==> config.mk <==
export PLATFORM = sky130hd
export DESIGN_NAME = lutac_top
export DESIGN_NICKNAME = d
export VERILOG_FILES = /design/src/inc/lutac_pkg.sv /design/src/hdl/lutac_tbl_port.sv /design/src/hdl/lutac_top.sv
export SDC_FILE = /design/constraint.sdc
export NUM_CORES = 2
export LEC_CHECK = 0
export ABC_AREA = 1
export BUFFER_PORTS_ARGS = -buffer_cell sky130_fd_sc_hd__buf_4
export CAP_MARGIN = 20
export CELL_PAD_IN_SITES_DETAIL_PLACEMENT = 1
export CELL_PAD_IN_SITES_GLOBAL_PLACEMENT = 1
export CORE_ASPECT_RATIO = 0.5
export CORE_MARGIN = 2
export CORE_UTILIZATION = 43
export CTS_CLUSTER_SIZE = 30
export DETAILED_ROUTE_END_ITERATION = 6
export GPL_ROUTABILITY_DRIVEN = 0
export GPL_TIMING_DRIVEN = 0
export PLACE_DENSITY_LB_ADDON = 0.1
export SKIP_LAST_GASP = 1
export SYNTH_ARGS = -nofsm -noshare
export SYNTH_HDL_FRONTEND = slang
export SYNTH_SLANG_ARGS = --single-unit
==> constraint.sdc <==
create_clock -name i_clock -period 23.9 [get_ports i_clock]
set_clock_uncertainty 0.1 [all_clocks]
set_input_delay 2.39 -clock i_clock [delete_from_list [all_inputs] [get_ports i_clock]]
set_output_delay 2.39 -clock i_clock [all_outputs]
set_load 0.01 [all_outputs]
==> src/inc/lutac_pkg.sv <==
package lutac_pkg;
	localparam logic [15:0] OFF_INDEX0 = 16'h0410;
	localparam logic [15:0] OFF_INDEX1 = 16'h0414;
	localparam logic [15:0] OFF_LOOKUP_CTRL = 16'h0418;
	localparam logic [15:0] OFF_STATIC_CTRL = 16'h041c;
	localparam logic [15:0] OFF_ENTRY1 = 16'h0420;
	localparam logic [15:0] OFF_ENTRY2 = 16'h0424;
	localparam logic [15:0] OFF_ENTRY3 = 16'h0428;
	localparam logic [15:0] OFF_ENTRY4 = 16'h042c;
	localparam int GO_BIT = 7;
	localparam int READY_BIT = 6;
	localparam int EITHER_BIT = 5;
	localparam int DIRECT_BIT = 2;
	localparam int RES_LSB = 3;
	localparam int ACT_LSB = 0;
	localparam int COUNT_LSB = 16;
	localparam int SEL_BIT = 1;
	localparam int SOP_BIT = 0;
	localparam int SRES_LSB = 2;
	localparam int SIDX_LSB = 16;
	localparam int FID_LSB = 16;
	localparam int CLEAR_LANE = 3;
	localparam logic [31:0] INDEX0_WMASK = 32'h807f_ffff;
	localparam logic [31:0] RST_WORD = 32'h0000_0000;
	localparam logic [11:0] RST_ADDR = 12'h000;
	localparam logic [13:0] RST_COUNT = 14'h0000;

	typedef enum logic [1:0] {ACT_NOP = 2'h0, ACT_WRITE = 2'h1, ACT_READ = 2'h2, ACT_SEARCH = 2'h3} lutac_action_e;
	typedef enum logic [1:0] {TBL_LOOKUP = 2'h0, TBL_STATIC = 2'h1, TBL_RMC = 2'h2} lutac_table_e;
	typedef enum logic [4:0] {
		FSM_IDLE = 5'h01,
		FSM_LK = 5'h02,
		FSM_SCAN = 5'h04,
		FSM_HOLD = 5'h08,
		FSM_ST = 5'h10
	} lutac_fsm_e;

	typedef struct packed {
		logic wr;
		logic rd;
		logic [15:0] addr;
		logic [3:0] be;
		logic [31:0] wdata;
	} lutac_reg_req_s;

	typedef struct packed {
		lutac_table_e sel;
		logic write;
		logic direct;
		logic [11:0] addr;
		logic [6:0] filter_group_id;
		logic [47:0] mac;
		logic [3:0][31:0] wdata;
	} lutac_tbl_cmd_s;

	typedef struct packed {
		logic ack;
		logic hit;
		logic [3:0][31:0] rdata;
	} lutac_tbl_rsp_s;

	typedef struct packed {
		logic busy;
		logic done;
		logic hit;
		lutac_tbl_cmd_s cmd;
		logic [3:0][31:0] rdata;
	} lutac_port_s;

	typedef struct packed {
		lutac_fsm_e fsm;
		logic [31:0] idx0;
		logic [31:0] idx1;
		logic lk_go;
		logic lk_ready;
		logic srch_seen;
		logic [1:0] lk_res;
		logic lk_direct;
		lutac_action_e lk_act;
		logic [13:0] lk_count;
		logic [11:0] scan;
		logic [5:0] st_idx;
		logic st_go;
		logic [4:0] st_res;
		logic st_sel;
		logic st_read;
		logic [3:0][31:0] entry;
		logic [31:0] rdata;
		logic rvalid;
	} lutac_main_s;
endpackage

==> src/hdl/lutac_tbl_port.sv <==
`timescale 1ns/100ps
`default_nettype none
module lutac_tbl_port
	import lutac_pkg::*;
(
	input wire logic i_clock, // core clock
	input wire logic i_sys_rst, // async reset, high
	input wire logic i_start, // launch one table access
	input wire lutac_tbl_cmd_s i_cmd, // access to launch
	input wire lutac_tbl_rsp_s i_rsp, // table answer
	output logic o_req, // access outstanding
	output lutac_tbl_cmd_s o_cmd, // held access
	output logic o_done, // answer taken, one cycle
	output logic o_hit, // entry valid on answer
	output logic [3:0][31:0] o_rdata // captured entry words
);
	lutac_port_s q;
	lutac_port_s d;

	always_comb
	begin
		d = q;
		d.done = 1'b0;
		if (!q.busy && i_start)
		begin
			d.busy = 1'b1;
			d.cmd = i_cmd;
		end
		if (q.busy && i_rsp.ack)
		begin
			d.busy = 1'b0;
			d.done = 1'b1;
			d.hit = i_rsp.hit;
			d.rdata = i_rsp.rdata;
		end
	end

	always_ff @(posedge i_clock or posedge i_sys_rst)
	begin
		if (i_sys_rst)
			q <= '0;
		else
			q <= d;
	end

	assign o_req = q.busy;
	assign o_cmd = q.cmd;
	assign o_done = q.done;
	assign o_hit = q.hit;
	assign o_rdata = q.rdata;
endmodule
`default_nettype wire

==> src/hdl/lutac_top.sv <==
`timescale 1ns/100ps
`default_nettype none
module lutac_top
	import lutac_pkg::*;
#(
	parameter int LOOKUP_DEPTH = 4096
)
(
	input wire logic i_clock, // core clock
	input wire logic i_sys_rst, // async reset, high
	input wire lutac_reg_req_s i_reg, // register access
	output logic [31:0] o_reg_rdata, // read data
	output logic o_reg_rvalid, // read data valid
	output logic o_tbl_req, // table access outstanding
	output lutac_tbl_cmd_s o_tbl, // table access
	input wire lutac_tbl_rsp_s i_tbl_rsp // table answer
);
	localparam logic [11:0] LAST_ADDR = 12'(LOOKUP_DEPTH - 1);

	if (LOOKUP_DEPTH < 2 || LOOKUP_DEPTH > 4096)
	begin : g_bad_depth
		$error("LOOKUP_DEPTH must lie in 2..4096");
	end

	lutac_main_s q;
	lutac_main_s d;
	logic start;
	lutac_tbl_cmd_s cmd;
	logic port_done;
	logic port_hit;
	logic [3:0][31:0] port_rdata;
	logic wr_hit_lk;
	logic wr_hit_st;
	logic rd_clear;
	logic either;

	function automatic logic [31:0] merge(input logic [31:0] old, input logic [31:0] wdata, input logic [3:0] be);
		logic [31:0] res;
		res = old;
		for (int i = 0; i < 4; i++)
		begin
			if (be[i])
				res[8*i +: 8] = wdata[8*i +: 8];
		end
		return res;
	endfunction

	function automatic logic hit(input lutac_reg_req_s req, input logic [15:0] off);
		return req.addr[15:2] == off[15:2];
	endfunction

	lutac_tbl_port i_lutac_tbl_port (
		.i_clock(i_clock),
		.i_sys_rst(i_sys_rst),
		.i_start(start),
		.i_cmd(cmd),
		.i_rsp(i_tbl_rsp),
		.o_req(o_tbl_req),
		.o_cmd(o_tbl),
		.o_done(port_done),
		.o_hit(port_hit),
		.o_rdata(port_rdata)
	);

	always_comb
	begin
		logic [31:0] w;
		w = RST_WORD;
		d = q;
		start = 1'b0;
		cmd = '0;
		either = q.lk_ready | (q.srch_seen & ~q.lk_go);
		wr_hit_lk = i_reg.wr && hit(i_reg, OFF_LOOKUP_CTRL) && !q.lk_go;
		wr_hit_st = i_reg.wr && hit(i_reg, OFF_STATIC_CTRL) && !q.st_go;
		rd_clear = i_reg.rd && hit(i_reg, OFF_ENTRY4) && i_reg.be[CLEAR_LANE];

		// software side of index and entry
		if (i_reg.wr && hit(i_reg, OFF_INDEX0))
			d.idx0 = merge(q.idx0, i_reg.wdata, i_reg.be) & INDEX0_WMASK;
		if (i_reg.wr && hit(i_reg, OFF_INDEX1))
			d.idx1 = merge(q.idx1, i_reg.wdata, i_reg.be);
		for (int i = 0; i < 4; i++)
		begin
			if (i_reg.wr && hit(i_reg, OFF_ENTRY1 + 16'(4 * i)))
				d.entry[i] = merge(q.entry[i], i_reg.wdata, i_reg.be);
		end
		if (wr_hit_lk)
		begin
			w = merge({24'h0, q.lk_go, 2'h0, q.lk_res, q.lk_direct, q.lk_act}, i_reg.wdata, i_reg.be);
			d.lk_go = w[GO_BIT];
			d.lk_res = w[RES_LSB +: 2];
			d.lk_direct = w[DIRECT_BIT];
			d.lk_act = lutac_action_e'(w[ACT_LSB +: 2]);
		end
		if (wr_hit_st)
		begin
			w = merge({10'h0, q.st_idx, 8'h0, q.st_go, q.st_res, q.st_sel, q.st_read}, i_reg.wdata, i_reg.be);
			d.st_go = w[GO_BIT];
			d.st_idx = w[SIDX_LSB +: 6];
			d.st_res = w[SRES_LSB +: 5];
			d.st_sel = w[SEL_BIT];
			d.st_read = w[SOP_BIT];
		end
		if (rd_clear)
			d.lk_ready = 1'b0;

		unique case (q.fsm)
			FSM_IDLE:
			begin
				if (q.lk_go)
				begin
					unique case (q.lk_act)
						ACT_NOP:
							d.lk_go = 1'b0;
						ACT_WRITE, ACT_READ:
						begin
							start = 1'b1;
							cmd.sel = TBL_LOOKUP;
							cmd.write = q.lk_act == ACT_WRITE;
							cmd.direct = q.lk_direct;
							cmd.addr = q.lk_direct ? q.idx1[11:0] : RST_ADDR;
							cmd.filter_group_id = q.idx0[FID_LSB +: 7];
							cmd.mac = {q.idx0[15:0], q.idx1};
							cmd.wdata = q.entry;
							d.srch_seen = 1'b0;
							d.fsm = FSM_LK;
						end
						ACT_SEARCH:
						begin
							d.lk_count = RST_COUNT;
							d.scan = RST_ADDR;
							d.srch_seen = 1'b1;
							d.lk_ready = 1'b0;
							d.fsm = FSM_SCAN;
						end
					endcase
				end
				else if (q.st_go)
				begin
					start = 1'b1;
					cmd.sel = q.st_sel ? TBL_RMC : TBL_STATIC;
					cmd.write = !q.st_read;
					cmd.direct = 1'b1;
					cmd.addr = q.st_sel ? {6'h0, q.st_idx} : {8'h0, q.st_idx[3:0]};
					cmd.wdata = q.st_sel ? {64'h0, q.entry[1], 32'h0} : q.entry;
					d.fsm = FSM_ST;
				end
			end
			FSM_LK:
			begin
				if (port_done)
				begin
					if (o_tbl.write == 1'b0)
						d.entry = port_rdata;
					d.lk_go = 1'b0;
					d.fsm = FSM_IDLE;
				end
			end
			FSM_SCAN:
			begin
				if (!o_tbl_req && !port_done)
				begin
					start = 1'b1;
					cmd.sel = TBL_LOOKUP;
					cmd.direct = 1'b1;
					cmd.addr = q.scan;
				end
				if (port_done)
				begin
					if (port_hit)
					begin
						d.entry = port_rdata;
						d.lk_count = q.lk_count + 14'h1;
						d.lk_ready = 1'b1;
						d.fsm = FSM_HOLD;
					end
					else if (q.scan == LAST_ADDR)
					begin
						d.lk_go = 1'b0;
						d.fsm = FSM_IDLE;
					end
					else
						d.scan = q.scan + 12'h1;
				end
			end
			FSM_HOLD:
			begin
				if (rd_clear)
				begin
					if (q.scan == LAST_ADDR)
					begin
						d.lk_go = 1'b0;
						d.fsm = FSM_IDLE;
					end
					else
					begin
						d.scan = q.scan + 12'h1;
						d.fsm = FSM_SCAN;
					end
				end
			end
			FSM_ST:
			begin
				if (port_done)
				begin
					if (o_tbl.write == 1'b0)
					begin
						// only word two on reserved multicast
						if (o_tbl.sel == TBL_RMC)
							d.entry[1] = port_rdata[1];
						else
							d.entry = port_rdata;
					end
					d.st_go = 1'b0;
					d.fsm = FSM_IDLE;
				end
			end
		endcase

		d.rvalid = i_reg.rd;
		d.rdata = RST_WORD;
		if (i_reg.rd)
		begin
			if (hit(i_reg, OFF_INDEX0))
				d.rdata = q.idx0;
			else if (hit(i_reg, OFF_INDEX1))
				d.rdata = q.idx1;
			else if (hit(i_reg, OFF_LOOKUP_CTRL))
				d.rdata = {2'h0, q.lk_count, 8'h0, q.lk_go, q.lk_ready, either, q.lk_res, q.lk_direct, q.lk_act};
			else if (hit(i_reg, OFF_STATIC_CTRL))
				d.rdata = {10'h0, q.st_idx, 8'h0, q.st_go, q.st_res, q.st_sel, q.st_read};
			else if (i_reg.addr[15:4] == OFF_ENTRY1[15:4])
				d.rdata = q.entry[i_reg.addr[3:2]];
		end
	end

	always_ff @(posedge i_clock or posedge i_sys_rst)
	begin
		if (i_sys_rst)
		begin
			q <= '0;
			q.fsm <= FSM_IDLE;
		end
		else
			q <= d;
	end

	assign o_reg_rdata = q.rdata;
	assign o_reg_rvalid = q.rvalid;
endmodule
`default_nettype wire

==> impl_metrics.xml <==
<?xml version="1.0" encoding="UTF-8"?>
<metrics>
  <group name="run_status">
    <metric name="status" unit="">completed</metric>
  </group>
  <group name="floorplan">
    <metric name="die_area" unit="µm²">68800</metric>
    <metric name="initial_utilization" unit="%">43.8</metric>
    <metric name="floorplan.rows" unit="">66</metric>
    <metric name="die-width" unit="µm">369</metric>
    <metric name="boundaryPins" unit="">419</metric>
    <metric name="placeableCoreArea" unit="µm²">65400</metric>
    <metric name="floorplan.die.height" unit="µm">186</metric>
  </group>
  <group name="layout">
    <metric name="final_util" unit="%">53.4</metric>
    <metric name="area_delta_synth_final" unit="%">21.9</metric>
    <metric name="drive_above_1_share" unit="%">16.7</metric>
    <metric name="nets" unit="">4293</metric>
  </group>
  <group name="setup_path">
    <metric name="timing.critical_path.slowest_stage_cell" unit="">clkbuf_1</metric>
    <metric name="path_cells" unit="">buf_4 &gt; nor2_1 &gt; nand2_2 &gt; inv_2 &gt; nand2_1 &gt; nor2_4 &gt; clkbuf_1 &gt; nand3_1 &gt; nand3_1 &gt; nor2_1 &gt; nor2_1</metric>
    <metric name="crit_path_frequent_cell" unit="">nor2_1</metric>
    <metric name="worstSetupEndpointType" unit="">flop</metric>
    <metric name="cp_data_required_time" unit="ns">24.34</metric>
    <metric name="cp-start-kind" unit="">primary input</metric>
    <metric name="path_class" unit="">primary input to flop</metric>
    <metric name="critical_path_peak_fanout" unit="">10</metric>
    <metric name="critPathArrivalTime" unit="ns">5.04</metric>
    <metric name="crit_path_max_incr_delay" unit="ns">0.69</metric>
  </group>
  <group name="synth">
    <metric name="synth-warning-count" unit="">0</metric>
    <metric name="synth_top_flop_cell" unit="">dfrtp_1</metric>
    <metric name="synth_fp_nets" unit="">3818</metric>
    <metric name="synth.cell_area" unit="µm²">28600</metric>
    <metric name="ys_async_sr_fraction" unit="%">100</metric>
    <metric name="synth_cell_type_count" unit="">43</metric>
    <metric name="synth_edf_count" unit="">0</metric>
    <metric name="syn_avg_cell_area" unit="µm²">7.89</metric>
    <metric name="synthTopCellsByArea" unit="">dfrtp_1 (52%), nand2_1 (17%), nand3_1 (5.6%), o21ai_1 (4.1%), o21ai_0 (4.0%)</metric>
    <metric name="synth_top_cell_by_area" unit="">dfrtp_1</metric>
    <metric name="synthCells" unit="">3627</metric>
    <metric name="synthDominantCellAreaShare" unit="%">52.4</metric>
    <metric name="synth_seq_cells" unit="">600</metric>
    <metric name="yosysSeqAreaShare" unit="%">52.4</metric>
  </group>
  <group name="drt">
    <metric name="drt_iter0_drc" unit="">3485</metric>
    <metric name="wl_per_cell" unit="µm">25.9</metric>
    <metric name="detail_route.vias_per_cell" unit="">5.84</metric>
    <metric name="wl" unit="mm">130</metric>
    <metric name="final_antenna_net_count" unit="">0</metric>
    <metric name="drc_errors" unit="">0</metric>
    <metric name="drtPass1Iterations" unit="">6</metric>
    <metric name="vias" unit="">29400</metric>
  </group>
  <group name="timing">
    <metric name="hold_ws" unit="ns">0.376</metric>
    <metric name="setup_repair_after_global_routing_missed_its_margin" unit="">no</metric>
    <metric name="finalWorstPathRequiredPeriod" unit="ns">4.61</metric>
    <metric name="clock.fmax" unit="GHz">0.217</metric>
    <metric name="post_route_worst_setup_slack" unit="ns">19.29</metric>
    <metric name="max_slew_margin" unit="%">24.8</metric>
    <metric name="finalSetupViolCount" unit="">0</metric>
    <metric name="timing.final.max_slew_violations" unit="">0</metric>
    <metric name="post-route-period-util" unit="%">19.3</metric>
    <metric name="hold_viol_final" unit="">0</metric>
    <metric name="timing_worst_slew_pin_value" unit="ns">1.13</metric>
  </group>
  <group name="flow_run">
    <metric name="timing.max_cap.violations" unit="">0</metric>
  </group>
  <group name="place">
    <metric name="pre_cts_slack" unit="ns">18.84</metric>
    <metric name="dp.final_hpwl" unit="mm">100</metric>
    <metric name="port_buffers" unit="">412</metric>
  </group>
  <group name="cts">
    <metric name="cts_repair_resize_count" unit="">0</metric>
    <metric name="cts-buffers-inserted" unit="">55</metric>
    <metric name="clock_insertion_delay_worst_skew" unit="ns">0.64</metric>
    <metric name="number_of_clock_sinks" unit="">600</metric>
    <metric name="cts.reportedPaths.clkPinSlew" unit="ns">0.07</metric>
    <metric name="cts.path.max_buffers" unit="">3</metric>
    <metric name="clock-root-buffer" unit="">clkbuf_16</metric>
    <metric name="tritoncts_clock_tree" unit="">yes</metric>
    <metric name="postCtsHoldBufs" unit="">0</metric>
    <metric name="post_cts.repair.setup_buffers" unit="">0</metric>
    <metric name="ctsHtreeMaxLevel" unit="">2</metric>
  </group>
  <group name="power">
    <metric name="report.power.total" unit="µW">2380</metric>
    <metric name="powerDensity" unit="nW/µm²">68.2</metric>
    <metric name="power.leakage" unit="µW">0.0174</metric>
    <metric name="vdd.ir_drop.worst" unit="V">0.0000504</metric>
  </group>
  <group name="global_routing">
    <metric name="globalRouteMet3Util" unit="%">12.9</metric>
    <metric name="grt_use_total" unit="%">37.2</metric>
    <metric name="grt_remaining_overflow" unit="">0</metric>
    <metric name="grt_antenna_before_repair" unit="">7</metric>
    <metric name="grt_max_degree" unit="">120</metric>
    <metric name="grt_pass1_wl" unit="mm">191</metric>
    <metric name="vias_in_the_first_global_route" unit="">29700</metric>
    <metric name="grt_busiest_layer" unit="">met2</metric>
    <metric name="grtUsageMet1" unit="%">49.0</metric>
    <metric name="global_route.usage.met2" unit="%">56.1</metric>
  </group>
  <group name="hold_path">
    <metric name="worstHoldPathType" unit="">flop to flop</metric>
  </group>
</metrics>
[routing by layer]
metal	up-vias	share of wire, %
li1	12700	-
met1	14700	40
met2	1631	44
met3	372	12
met4	4	4.7
met5	-	0.021
[kinds of logic after synthesis]
group	count (synthesis)	synth area share (%)
buffers and inverters	530	8.15
AND/OR/NAND/NOR	1904	28.1
AO/OA/AOI/OAI	585	11.0
flip-flops	600	52.4
adder cells (fa/ha/maj)	5	0.219
XOR/XNOR	3	0.0918
[worst max-delay path: cells and delay by family]
family / cells / cell delay, ns
and+or+nand+nor: 8 / 1.68
buffers and inverters: 3 / 0.96
[final timing paths]
path,startpoint,to,slack [ns],cells past startpoint
setup / recovery,i_reg[43],o_reg_rdata[19],19.29,11
hold / removal,i_lutac_tbl_port.o_rdata[107],q[140],0.38,2
setup reg to reg,q[201],i_lutac_tbl_port.o_cmd[197],20.40,12
hold reg to reg,i_lutac_tbl_port.o_rdata[107],q[140],0.38,2
max in group asynchronous,i_sys_rst,i_lutac_tbl_port.o_cmd[15],19.85,5
min in group asynchronous,i_sys_rst,i_lutac_tbl_port.o_cmd[139],1.83,2
[state kept, by name, indices dropped and copies added (netlist names)]
| signal | cells |
|---|---|
| q | 237 |
| i_lutac_tbl_port.o_cmd | 199 |
| i_lutac_tbl_port.o_rdata | 128 |
| o_reg_rdata | 32 |
| i_lutac_tbl_port.o_done | 1 |
| i_lutac_tbl_port.o_hit | 1 |
| i_lutac_tbl_port.o_req | 1 |
| o_reg_rvalid | 1 |
[cell type report]
class | instances | area, µm²
well taps | 884 | 1110
clock buffers | 78 | 1580
multi-input cells | 2497 | 11300
diodes | 8 | 20.0
repair buffers | 418 | 3240
flip-flops and latches | 600 | 15000
inverters | 279 | 1060
plain buffers | 251 | 1280
clock inverters | 20 | 322
fillers | 8146 | 30500
[stage by stage]
stage | cell area (µm²) | setup TNS [ns] | instances
2_1_floorplan | 28600 | 0 | 3627
3_3_place_gp | 32800 | -1335.40 | 4923
3_5_place_dp | 33000 | 0 | 4928
4_1_cts | 34900 | 0 | 5026
5_1_grt | 34900 | 0 | 5028
6_report | 34900 | 0 | 5035
[where the power goes]
group / switching, µW / total [µW] / internal (µW)
clock network: 431 / 976 / 545
logic: 197 / 279 / 82.0
registers: 53.6 / 1130 / 1070
[synth_stat cells, types with 3 or more instances]
cell       number
inv_1         267
nand2_2        13
o22ai_1        14
a21oi_1        37
inv_2           9
buf_2          55
or2_2           3
o21ai_1       234
nand3_1       321
o2111ai_1       8
nor3_1         13
nor2_2         10
nand2_1      1310
nor2_4          6
o21bai_1        3
nand4_1       101
dfrtp_1       599
ha_1            5
o21ai_2        13
a22oi_1        15
nand2_4         4
nand3_2         3
buf_1          11
clkbuf_1      120
o211ai_1       30
nand3b_1        3
buf_4          57
o21ai_0       226
buf_6           8
nor2_1        112
[cell usage in the layout (no fill, tap or decap), types with 14 or more instances in the layout]
| master | instances |
|---|---|
| a21oi_1 | 37 |
| a22oi_1 | 15 |
| buf_2 | 55 |
| buf_4 | 469 |
| clkbuf_1 | 134 |
| clkbuf_16 | 57 |
| dfrtp_1 | 599 |
| inv_1 | 266 |
| nand2_1 | 1310 |
| nand3_1 | 321 |
| nand4_1 | 101 |
| nor2_1 | 112 |
| o211ai_1 | 30 |
| o21ai_0 | 226 |
| o21ai_1 | 234 |
| o22ai_1 | 14 |
No activity file was read; power rests on OpenSTA's default activity.
